$ cat src/design/sfc_pkg.sv
// How it works
// - Hall plus above minus selects phase B, otherwise phase A drives.
// - Speed level 3V maps to 0% duty, 1V to 100%, linearly.
// - Level above 3V forces low-side PWM off unless floor clamp active.
// - PWM mode averages input duty: low gives 0%, high gives 100% level.
// - Effective command never below the configured floor speed.
// - Each Hall transition while running restarts the stall detect timer.
// - After ramp-up, no Hall edge within detect interval disables drive outputs.
// - Stall holds drive outputs off for the off interval, then retries ramp-up.
// - No Hall edge by end of retry ramp-up returns to off interval.
// - Hall activity at end of ramp-up enters run with stall detection.
// - Ramp-up raises current limit threshold from zero to nominal.
// - Tacho is open-drain active-low copy of Hall state.
// - Current above threshold reduces low-side PWM duty.
// - Active phase low-side output carries commutation and PWM.
// - Inactive phase low-side output held low.
// - High-side open-drain outputs carry commutation only, never PWM.
// - Detect interval 400 ms, off interval 3 s nominal.
package sfc_pkg;
    // Levels in millivolts, 8-bit duty codes
    localparam int unsigned SFC_LVL_ZERO_MV = 3000;
    localparam int unsigned SFC_LVL_FULL_MV = 1000;
    localparam int unsigned SFC_LVL_W = 12;
    localparam int unsigned SFC_DUTY_W = 8;
    localparam logic [7:0] SFC_DUTY_MAX = 8'hff;
    localparam logic [7:0] SFC_LIMIT_NOM = 8'hff;
    localparam int unsigned SFC_CLK_HZ = 25000000;
    localparam int unsigned SFC_DETECT_MS = 400;
    localparam int unsigned SFC_OFF_MS = 3000;
    localparam int unsigned SFC_RAMP_MS = 400;
    localparam int unsigned SFC_DETECT_CYC = SFC_CLK_HZ / 1000 * SFC_DETECT_MS;
    localparam int unsigned SFC_OFF_CYC = SFC_CLK_HZ / 1000 * SFC_OFF_MS;
    localparam int unsigned SFC_RAMP_CYC = SFC_CLK_HZ / 1000 * SFC_RAMP_MS;
    localparam int unsigned SFC_TMR_W = 27;
    localparam int unsigned SFC_AVG_SHIFT = 6;

    typedef enum logic [2:0]
    {
        SFC_RAMP = 3'b001,
        SFC_RUN = 3'b010,
        SFC_OFF = 3'b100
    } sfc_state_t;

    typedef struct packed
    {
        logic phase_a_low_drive;
        logic phase_b_low_drive;
        logic phase_a_high_drive_oe;
        logic phase_b_high_drive_oe;
        logic tacho_out_oe;
    } sfc_drive_t;
endpackage

$ cat src/design/sfc_pwm_gen.sv
module sfc_pwm_gen
    import sfc_pkg::*;
#(
    parameter int unsigned W = 8
)
(
    input wire logic clk_sys_i,
    input wire logic rst_n,
    input wire logic [W-1:0] duty_i,
    output logic pwm_o,
    output logic wrap_o
);
    typedef struct packed
    {
        logic [W-1:0] cnt;
        logic pwm;
    } sfc_pwm_st_t;

    sfc_pwm_st_t st_q;
    sfc_pwm_st_t st_d;

    // Full code gives steady high so 100% really is 100%
    always_comb
    begin
        st_d = st_q;
        st_d.cnt = st_q.cnt + 1'b1;
        st_d.pwm = (duty_i == {W{1'b1}}) || (st_q.cnt < duty_i);
    end

    always_ff @(posedge clk_sys_i or negedge rst_n)
    begin
        if (!rst_n)
        begin
            st_q <= '0;
        end
        else
        begin
            st_q <= st_d;
        end
    end

    assign pwm_o = st_q.pwm;
    assign wrap_o = (st_q.cnt == {W{1'b1}});
endmodule

$ cat src/design/sfc_top.sv
module sfc_top
    import sfc_pkg::*;
#(
    parameter int unsigned DETECT_CYC = SFC_DETECT_CYC,
    parameter int unsigned OFF_CYC = SFC_OFF_CYC,
    parameter int unsigned RAMP_CYC = SFC_RAMP_CYC
)
(
    input wire logic clk_sys_i,
    input wire logic rst_n_i,
    input wire logic hall_pos_above_neg_i,
    input wire logic pwm_mode_i,
    input wire logic [11:0] speed_level_in_i,
    input wire logic duty_command_in_i,
    input wire logic floor_enable_i,
    input wire logic [11:0] floor_speed_level_i,
    input wire logic over_current_i,
    output logic phase_a_low_drive_o,
    output logic phase_b_low_drive_o,
    output logic phase_a_high_drive_o,
    output logic phase_a_high_drive_oe_o,
    output logic phase_b_high_drive_o,
    output logic phase_b_high_drive_oe_o,
    output logic tacho_out_o,
    output logic tacho_out_oe_o,
    output logic [7:0] current_limit_threshold_o,
    output logic drive_enabled_o
);
    // ==========================================
    // Reset release and input synchronisers
    logic [1:0] rst_sync_q;
    logic rst_n;

    always_ff @(posedge clk_sys_i or negedge rst_n_i)
    begin
        if (!rst_n_i)
        begin
            rst_sync_q <= 2'b00;
        end
        else
        begin
            rst_sync_q <= {rst_sync_q[0], 1'b1};
        end
    end
    assign rst_n = rst_sync_q[1];

    typedef struct packed
    {
        logic [1:0] hall_s;
        logic [1:0] cmd_s;
        logic hall_prev;
        sfc_state_t state;
        logic [SFC_TMR_W-1:0] tmr;
        logic [15:0] avg;
        logic [7:0] limit;
        logic [7:0] backoff;
        logic moved;
        sfc_drive_t drv;
    } sfc_st_t;

    sfc_st_t st_q;
    sfc_st_t st_d;

    // ==========================================
    // Speed command path
    logic hall_now;
    logic hall_edge;
    logic [11:0] lvl_raw;
    logic [11:0] lvl_eff;
    logic floor_active;
    logic [7:0] duty_cmd;
    logic [7:0] duty_eff;
    logic pwm_raw;
    logic pwm_wrap;
    logic [23:0] span_prod;

    assign hall_now = st_q.hall_s[1];
    assign hall_edge = hall_now ^ st_q.hall_prev;

    // Top ten bits of the average settle to 0..1023: low gives zero-speed level, high full level
    always_comb
    begin
        if (pwm_mode_i)
        begin
            lvl_raw = 12'(SFC_LVL_ZERO_MV - ((SFC_LVL_ZERO_MV - SFC_LVL_FULL_MV) * st_q.avg[15:6]) / 1023);
        end
        else
        begin
            lvl_raw = speed_level_in_i;
        end
        floor_active = floor_enable_i && (lvl_raw > floor_speed_level_i);
        lvl_eff = floor_active ? floor_speed_level_i : lvl_raw;
    end

    // Linear map between the two levels
    always_comb
    begin
        span_prod = '0;
        if (lvl_eff > 12'(SFC_LVL_ZERO_MV))
        begin
            duty_cmd = 8'h00;
        end
        else if (lvl_eff <= 12'(SFC_LVL_FULL_MV))
        begin
            duty_cmd = SFC_DUTY_MAX;
        end
        else
        begin
            span_prod = 24'(12'(SFC_LVL_ZERO_MV) - lvl_eff) * 24'(SFC_DUTY_MAX);
            duty_cmd = 8'(span_prod / 24'(SFC_LVL_ZERO_MV - SFC_LVL_FULL_MV));
        end
        duty_eff = (duty_cmd > st_q.backoff) ? duty_cmd - st_q.backoff : 8'h00;
    end

    sfc_pwm_gen #(
        .W(SFC_DUTY_W)
    ) u_pwm (
        .clk_sys_i(clk_sys_i),
        .rst_n(rst_n),
        .duty_i(duty_eff),
        .pwm_o(pwm_raw),
        .wrap_o(pwm_wrap)
    );

    // ==========================================
    // Stall supervisor and drive
    logic drive_on;
    logic [SFC_TMR_W-1:0] tmr_end;

    always_comb
    begin
        unique case (st_q.state)
            SFC_RAMP: tmr_end = SFC_TMR_W'(RAMP_CYC - 1);
            SFC_RUN: tmr_end = SFC_TMR_W'(DETECT_CYC - 1);
            SFC_OFF: tmr_end = SFC_TMR_W'(OFF_CYC - 1);
            default: tmr_end = '0;
        endcase
    end

    always_comb
    begin
        st_d = st_q;
        st_d.hall_s = {st_q.hall_s[0], hall_pos_above_neg_i};
        st_d.cmd_s = {st_q.cmd_s[0], duty_command_in_i};
        st_d.hall_prev = hall_now;
        // Leaky average stands in for the integrator capacitor
        st_d.avg = st_q.avg - (st_q.avg >> SFC_AVG_SHIFT)
            + (st_q.cmd_s[1] ? 16'(16'hffff >> SFC_AVG_SHIFT) : 16'h0000);
        st_d.tmr = st_q.tmr + 1'b1;
        if (hall_edge)
        begin
            st_d.moved = 1'b1;
        end
        unique case (st_q.state)
            SFC_RAMP:
            begin
                st_d.limit = 8'((32'(st_q.tmr) * 32'(SFC_LIMIT_NOM)) / 32'(RAMP_CYC));
                if (st_q.tmr >= tmr_end)
                begin
                    st_d.tmr = '0;
                    st_d.limit = SFC_LIMIT_NOM;
                    st_d.state = (st_q.moved || hall_edge) ? SFC_RUN : SFC_OFF;
                end
            end
            SFC_RUN:
            begin
                st_d.limit = SFC_LIMIT_NOM;
                if (hall_edge)
                begin
                    st_d.tmr = '0;
                end
                else if (st_q.tmr >= tmr_end)
                begin
                    st_d.tmr = '0;
                    st_d.state = SFC_OFF;
                end
            end
            SFC_OFF:
            begin
                st_d.limit = 8'h00;
                st_d.moved = 1'b0;
                if (st_q.tmr >= tmr_end)
                begin
                    st_d.tmr = '0;
                    st_d.state = SFC_RAMP;
                end
            end
            default:
            begin
                st_d.state = SFC_RAMP;
                st_d.tmr = '0;
            end
        endcase
        // Back off one step per PWM period while over limit, recover one step per period when clear
        if (pwm_wrap)
        begin
            if (over_current_i && st_q.backoff != 8'hff)
            begin
                st_d.backoff = st_q.backoff + 1'b1;
            end
            else if (!over_current_i && st_q.backoff != 8'h00)
            begin
                st_d.backoff = st_q.backoff - 1'b1;
            end
        end
        drive_on = (st_q.state != SFC_OFF);
        st_d.drv.phase_b_low_drive = drive_on && hall_now && pwm_raw;
        st_d.drv.phase_a_low_drive = drive_on && !hall_now && pwm_raw;
        // High side of the opposite leg pulls low, no PWM applied
        st_d.drv.phase_a_high_drive_oe = drive_on && hall_now;
        st_d.drv.phase_b_high_drive_oe = drive_on && !hall_now;
        st_d.drv.tacho_out_oe = !hall_now;
    end

    always_ff @(posedge clk_sys_i or negedge rst_n)
    begin
        if (!rst_n)
        begin
            st_q <= '0;
            st_q.state <= SFC_RAMP;
        end
        else
        begin
            st_q <= st_d;
        end
    end

    assign phase_a_low_drive_o = st_q.drv.phase_a_low_drive;
    assign phase_b_low_drive_o = st_q.drv.phase_b_low_drive;
    assign phase_a_high_drive_o = 1'b0;
    assign phase_a_high_drive_oe_o = st_q.drv.phase_a_high_drive_oe;
    assign phase_b_high_drive_o = 1'b0;
    assign phase_b_high_drive_oe_o = st_q.drv.phase_b_high_drive_oe;
    assign tacho_out_o = 1'b0;
    assign tacho_out_oe_o = st_q.drv.tacho_out_oe;
    assign current_limit_threshold_o = st_q.limit;
    assign drive_enabled_o = (st_q.state != SFC_OFF);

    // ==========================================
    // Checks
    a_inactive_low: assert property (@(posedge clk_sys_i) disable iff (!rst_n)
        !(phase_a_low_drive_o && phase_b_low_drive_o))
        else $error("both low-side drives high");
    a_high_no_pwm: assert property (@(posedge clk_sys_i) disable iff (!rst_n)
        (phase_a_high_drive_oe_o && $past(st_q.state) == SFC_RUN && st_q.state == SFC_RUN && !$past(hall_edge))
        |-> $stable(phase_a_high_drive_oe_o))
        else $error("high side toggled without commutation");
    a_off_silent: assert property (@(posedge clk_sys_i) disable iff (!rst_n)
        (st_q.state == SFC_OFF) ##1 (st_q.state == SFC_OFF) |->
        !phase_a_low_drive_o && !phase_b_low_drive_o && !phase_a_high_drive_oe_o && !phase_b_high_drive_oe_o)
        else $error("drive active in off interval");
    // First cycle out of reset still shows the flop reset values
    a_tacho_copy: assert property (@(posedge clk_sys_i) disable iff (!rst_n)
        $past(rst_n) |-> (tacho_out_oe_o == !$past(hall_now)))
        else $error("tacho not following hall");
    a_edge_restart: assert property (@(posedge clk_sys_i) disable iff (!rst_n)
        (st_q.state == SFC_RUN && hall_edge) |=> (st_q.tmr == '0))
        else $error("detect timer not restarted");
    a_run_to_off: assert property (@(posedge clk_sys_i) disable iff (!rst_n)
        (st_q.state == SFC_RUN && !hall_edge && st_q.tmr >= tmr_end) |=> (st_q.state == SFC_OFF))
        else $error("stall not detected");
    a_off_to_ramp: assert property (@(posedge clk_sys_i) disable iff (!rst_n)
        (st_q.state == SFC_OFF && st_q.tmr >= tmr_end) |=> (st_q.state == SFC_RAMP && st_q.tmr == '0))
        else $error("no retry after off interval");
    a_ramp_fail: assert property (@(posedge clk_sys_i) disable iff (!rst_n)
        (st_q.state == SFC_RAMP && st_q.tmr >= tmr_end && !st_q.moved && !hall_edge) |=> (st_q.state == SFC_OFF))
        else $error("failed retry not returned to off");
    a_ramp_ok: assert property (@(posedge clk_sys_i) disable iff (!rst_n)
        (st_q.state == SFC_RAMP && st_q.tmr >= tmr_end && st_q.moved) |=> (st_q.state == SFC_RUN))
        else $error("moving motor not taken to run");
    a_limit_ramp: assert property (@(posedge clk_sys_i) disable iff (!rst_n)
        (st_q.state == SFC_RAMP && $past(st_q.state) == SFC_RAMP) |-> (st_q.limit >= $past(st_q.limit)))
        else $error("limit not rising in ramp-up");
    a_disable_lvl: assert property (@(posedge clk_sys_i) disable iff (!rst_n)
        (lvl_eff > 12'(SFC_LVL_ZERO_MV)) |-> (duty_eff == 8'h00))
        else $error("duty not off above zero level");

    // ==========================================
    // Drive pattern and speed checks
    a_phase_b_sel: assert property (@(posedge clk_sys_i) disable iff (!rst_n)
        phase_b_low_drive_o |-> $past(hall_now))
        else $error("phase b driven while hall selects phase a");
    a_phase_a_sel: assert property (@(posedge clk_sys_i) disable iff (!rst_n)
        phase_a_low_drive_o |-> !$past(hall_now))
        else $error("phase a driven while hall selects phase b");
    a_high_commute: assert property (@(posedge clk_sys_i) disable iff (!rst_n)
        ($past(rst_n) && $past(drive_on)) |->
        ((phase_a_high_drive_oe_o == $past(hall_now)) && (phase_b_high_drive_oe_o == !$past(hall_now))))
        else $error("high side not following commutation");
    a_active_pwm: assert property (@(posedge clk_sys_i) disable iff (!rst_n)
        ($past(rst_n) && $past(drive_on)) |->
        ((phase_a_low_drive_o || phase_b_low_drive_o) == $past(pwm_raw)))
        else $error("active low side not carrying pwm");
    a_floor_clamp: assert property (@(posedge clk_sys_i) disable iff (!rst_n)
        (floor_enable_i && lvl_raw > floor_speed_level_i) |-> (lvl_eff == floor_speed_level_i))
        else $error("speed level not clamped to floor");
    a_full_duty: assert property (@(posedge clk_sys_i) disable iff (!rst_n)
        (lvl_eff <= 12'(SFC_LVL_FULL_MV) && st_q.backoff == 8'h00) |-> (duty_eff == SFC_DUTY_MAX))
        else $error("full level not giving full duty");
    a_pwm_full: assert property (@(posedge clk_sys_i) disable iff (!rst_n)
        (pwm_mode_i && st_q.avg[15:6] == 10'h3ff) |-> (lvl_raw == 12'(SFC_LVL_FULL_MV)))
        else $error("steady high input not at full level");
    a_pwm_zero: assert property (@(posedge clk_sys_i) disable iff (!rst_n)
        (pwm_mode_i && st_q.avg[15:6] == 10'h000) |-> (lvl_raw == 12'(SFC_LVL_ZERO_MV)))
        else $error("steady low input not at zero level");
    a_backoff_step: assert property (@(posedge clk_sys_i) disable iff (!rst_n)
        (pwm_wrap && over_current_i && st_q.backoff != 8'hff) |=> (st_q.backoff == $past(st_q.backoff) + 8'h01))
        else $error("backoff not raised on overcurrent");

    // ==========================================
    // Supervisor timing checks
    a_ramp_from_zero: assert property (@(posedge clk_sys_i) disable iff (!rst_n)
        (st_q.state == SFC_RAMP && st_q.tmr == '0) |-> (current_limit_threshold_o == 8'h00))
        else $error("ramp-up not starting from zero limit");
    a_run_limit_nom: assert property (@(posedge clk_sys_i) disable iff (!rst_n)
        (st_q.state == SFC_RUN) |-> (current_limit_threshold_o == SFC_LIMIT_NOM))
        else $error("limit not nominal in run");
    a_detect_count: assert property (@(posedge clk_sys_i) disable iff (!rst_n)
        (st_q.state == SFC_RUN && !hall_edge && st_q.tmr < tmr_end) |=> (st_q.tmr == $past(st_q.tmr) + 1'b1))
        else $error("detect timer not counting");
    a_run_hold: assert property (@(posedge clk_sys_i) disable iff (!rst_n)
        (st_q.state == SFC_RUN && st_q.tmr < tmr_end) |=> (st_q.state == SFC_RUN))
        else $error("run left before detect interval");
    a_ramp_hold: assert property (@(posedge clk_sys_i) disable iff (!rst_n)
        (st_q.state == SFC_RAMP && st_q.tmr < tmr_end) |=> (st_q.state == SFC_RAMP))
        else $error("ramp-up left early");
    a_off_hold: assert property (@(posedge clk_sys_i) disable iff (!rst_n)
        (st_q.state == SFC_OFF && st_q.tmr < tmr_end) |=> (st_q.state == SFC_OFF))
        else $error("off interval cut short");

    c_stall: cover property (@(posedge clk_sys_i) disable iff (!rst_n)
        st_q.state == SFC_RUN ##1 st_q.state == SFC_OFF);
    c_retry: cover property (@(posedge clk_sys_i) disable iff (!rst_n)
        st_q.state == SFC_OFF ##1 st_q.state == SFC_RAMP);
    c_start: cover property (@(posedge clk_sys_i) disable iff (!rst_n)
        st_q.state == SFC_RAMP ##1 st_q.state == SFC_RUN);
    c_backoff: cover property (@(posedge clk_sys_i) disable iff (!rst_n)
        st_q.backoff != 8'h00);
    c_floor: cover property (@(posedge clk_sys_i) disable iff (!rst_n)
        floor_active && duty_eff != 8'h00);
endmodule

$ cat config.mk
export PLATFORM = sky130hd
export DESIGN_NAME = sfc_top
export DESIGN_NICKNAME = d
export VERILOG_FILES = /design/src/design/sfc_pkg.sv /design/src/design/sfc_pwm_gen.sv /design/src/design/sfc_top.sv
export SDC_FILE = /design/constraint.sdc
export NUM_CORES = 1
export LEC_CHECK = 0
export BUFFER_PORTS_ARGS = -buffer_cell sky130_fd_sc_hd__buf_2
export CAP_MARGIN = 25
export CORE_UTILIZATION = 50
export CTS_CLUSTER_DIAMETER = 40
export DETAILED_ROUTE_END_ITERATION = 8
export GPL_TIMING_DRIVEN = 0
export PLACE_DENSITY_LB_ADDON = 0.2
export REMOVE_ABC_BUFFERS = 1
export SYNTH_ARGS = -nofsm -noshare
export SYNTH_HDL_FRONTEND = slang
export SYNTH_SLANG_ARGS = --single-unit
$ cat constraint.sdc
create_clock -name clk_sys_i -period 2.7 [get_ports clk_sys_i]
set_input_delay 0.135 -clock clk_sys_i [delete_from_list [all_inputs] [get_ports clk_sys_i]]
set_output_delay 0.135 -clock clk_sys_i [all_outputs]
set_load 0.02 [all_outputs]
==> impl_metrics.py <==
metrics = {
    "logic_synthesis": {
        "synth_edf_count": 0,
        "synth_top_area_share_pct": 16.1,
        "synthMuxAreaShare_pct": 2.90,
        "async_flop_share_pct": 100,
        "synth-simple-area-share_pct": 20.0,
        "synth_compound_area_share_pct": 26.4,
        "syn-cell-area_um2": 27100,
        "synthTopCellsByArea": "fa_1, ha_1, dfrtp_1",
        "synth.avg_cell_area_um2": 7.80,
        "syn_inst": 3482,
        "seq_area_frac_synth_pct": 7.75,
        "synth_xor_xnor_area_share_pct": 9.04,
        "synth_cell_types": 135,
        "synth_flop_cell": "dfrtp_1",
        "synthAdderAreaFrac_pct": 26.6,
        "synth_top_family_by_area": "adder cells",
        "yosys_warnings": 0,
        "yosys.area.top_type": "fa_1",
        "ys_ff_latch": 84,
    },
    "clock_tree": {
        "clock_sinks": 84,
        "cts-root-buf": "clkbuf_16",
        "cts_buffers": 9,
        "cts_max_level": 3,
        "max-clock-path-buffers": 2,
        "tritoncts": "yes",
        "cts.clk_slew.worst_paths_ns": 0.08,
        "worstSkewPairLatency_ns": 0.40,
    },
    "worst_setup_path": {
        "cp_top_family": "compound AO/OA/AOI/OAI gates",
        "r2r_cells": 137,
        "rrSetupSlack_ns": -27.47,
        "required_ns": 3.01,
        "cp_num_buf_inv": 13,
        "worst_ep_arrival_time_ns": 30.49,
        "slowest_stage": "or4_4",
        "worst-setup-path-type": "flip-flop to flip-flop",
        "r2r-end": "u_pwm.pwm_o$_DFF_PN0_",
        "startpoint_type": "flip-flop",
        "critPathMaxFanout": 7,
        "worst_setup_path_end_kind": "flip-flop",
        "crit_path_frequent_cell": "fa_1",
        "r2r_start": "st_q[29]$_DFF_PN0_",
        "slowest_delay_ns": 0.58,
    },
    "floorplan": {
        "die_w_um": 235,
        "coreArea_um2": 53700,
        "die_y_um": 235,
        "rows": 85,
        "start_util_pct": 50.5,
        "pin_count": 48,
        "dieArea_um2": 55200,
    },
    "grt": {
        "grt_pass1_vias": 27300,
        "grtUsageTotal_pct": 28.1,
        "overflow": 0,
        "antenna_found_initial": 1,
        "grt_max_degree": 62,
        "grt_pass1_wl_um": 132000,
    },
    "status": {
        "status": "finished with violations",
        "failed_checks": "negative setup slack",
    },
    "worst_hold_path": {
        "hold_path.class": "input pin to async pin",
    },
    "final_layout": {
        "layout-drive-gt1-share_pct": 30.8,
        "n_antenna_cell": 0,
        "syn_to_final_growth_pct": 31.4,
        "final_util_pct": 66.4,
        "fillCellCount": 4246,
        "nNetsFinal": 4357,
    },
    "place": {
        "dp_hpwl_um": 53600,
        "numPortBuffers": 44,
        "dpl_worst_slack_ns": -34.72,
        "place.gp.congestion": 0.904,
    },
    "detailed_routing": {
        "vias_per_cell": 6.09,
        "first_iter_violations": 1816,
        "drc": 0,
        "first_pass_iters": 8,
        "antenna_left": 0,
        "routed_wl_um": 80900,
        "vias": 27900,
        "wire_per_inst_um": 17.6,
    },
    "sta": {
        "setup_violations": 49,
        "slew_violations": 0,
        "timing.hold.ws_ns": 0.0376,
        "rsz0062_at_grt": "yes",
        "period_minus_slack_ns": 30.17,
        "fmax_mhz": 33.1,
        "timing.final.hold_violations": 0,
        "clock_skew_ns": 0.0191,
        "setup_ws_ns": -27.47,
        "slew_headroom_pct": 29.8,
        "finalCritPeriodShare_pct": 1120,
        "worst_slew_pin_slew_ns": 1.04,
    },
    "run": {
        "drv_cap": 0,
    },
}
[cell usage after synthesis (18+ instances only)]
cell      count
o31ai_1      25
a21o_1       68
mux2i_1      48
a211oi_1     33
nor2b_1      23
and3_1       39
nor2_1      286
clkbuf_1     67
ha_1        225
xnor2_1     216
o211ai_1     38
or3_1        29
o21ai_0     167
a31oi_1      41
dfrtp_1      83
fa_1        218
nor4_1       34
xor2_1       64
o21ai_1      35
mux2_2       22
a21oi_1     199
o21a_1       33
and2_1       41
o22ai_1      29
nand2_1     262
inv_1       395
nand3_1      93
or2_2        30
a211o_1      22
o31a_1       19
buf_2        18
nand4_1      45
o21bai_1     33
nor3_1       91
nand2b_1     28
[layout make-up]
cell class | instances | area, um2 | share of cell area (%)
well taps | 696 | 871 | 2.44
repair buffers | 486 | 3750 | 10.5
multi-input cells | 2905 | 27100 | 75.9
clock buffers | 9 | 225 | 0.631
clock inverters | 7 | 92.6 | 0.260
inverters | 397 | 1520 | 4.27
flip-flops and latches | 84 | 2140 | 5.99
[state kept, by name (all words and copies together), names as in the netlist]
| signal | flops |
|---|---|
| st_q | 57 |
| current_limit_threshold_o | 8 |
| u_pwm.st_q | 8 |
| rst_sync_q | 2 |
| st_d | 2 |
| hall_now | 1 |
| phase_a_high_drive_oe_o | 1 |
| phase_a_low_drive_o | 1 |
| phase_b_high_drive_oe_o | 1 |
| phase_b_low_drive_o | 1 |
| tacho_out_oe_o | 1 |
| u_pwm.pwm_o | 1 |
[worst max-delay path by stage]
stage / startpoint / to / slack, ns / cells after the start
2_1_floorplan: st_q[29]$_DFF_PN0_ / u_pwm.pwm_o$_DFF_PN0_ / -29.84 / 133
3_3_place_gp: st_q[29]$_DFF_PN0_ / u_pwm.pwm_o$_DFF_PN0_ / -35.83 / 134
3_5_place_dp: st_q[29]$_DFF_PN0_ / u_pwm.pwm_o$_DFF_PN0_ / -34.72 / 133
4_1_cts: st_q[31]$_DFF_PN0_ / u_pwm.pwm_o$_DFF_PN0_ / -26.92 / 141
5_1_grt: st_q[31]$_DFF_PN0_ / u_pwm.pwm_o$_DFF_PN0_ / -28.94 / 143
6_report: st_q[29]$_DFF_PN0_ / u_pwm.pwm_o$_DFF_PN0_ / -27.47 / 137
[per-stage QoR]
step / setup TNS (ns) / cells / area (um2)
after floorplan: -180.98 / 3378 / 26700
final: -140.54 / 4584 / 35700
after detailed placement: -249.82 / 4130 / 27900
after global routing: -152.17 / 4584 / 35700
after CTS: -135.32 / 4496 / 34100
after global placement: -388.89 / 4118 / 27800
[routing by layer]
layer / share of wire, % / track usage, % / vias to the layer above
li1: - / - / 13300
met3: 5.1 / 2.69 / 196
met1: 43 / 36.5 / 13500
met4: 3.0 / 9.25 / 2
met2: 49 / 48.9 / 954
met5: 0.0099 / 0 / -
[repair_timing]
action	in CTS	in global routing
cloned	8	1
setup endpoints to repair	57	50
endpoints found under the hold margin	4	0
buffers inserted	339	86
hold buffers	3	0
pin swaps	331	126
gates resized for setup	682	176
[logic make-up (layout without fill, tap and decap cells)]
group	after synthesis	count (layout)
AND/OR/NAND/NOR	1086	1091
AO/OA/AOI/OAI	1006	1009
buffers and inverters	503	899
adder cells (fa/ha/maj)	447	447
XOR/XNOR	280	280
flip-flops	84	84
multiplexers	74	74
other	2	4
[layout by cell type, fill, tap and decap left out, types with 47 or more instances in the layout]
| master | instances |
|---|---|
| a21o_1 | 65 |
| a21oi_1 | 135 |
| a21oi_2 | 58 |
| buf_2 | 47 |
| buf_4 | 397 |
| dfrtp_1 | 61 |
| fa_1 | 211 |
| ha_1 | 206 |
| inv_1 | 381 |
| nand2_1 | 241 |
| nand3_1 | 83 |
| nor2_1 | 239 |
| nor3_1 | 75 |
| o21ai_0 | 128 |
| xnor2_1 | 177 |
Power is left out: the tool's default activity adds up to more than one toggle a clock period on the data nets, which glitch-free logic cannot reach.
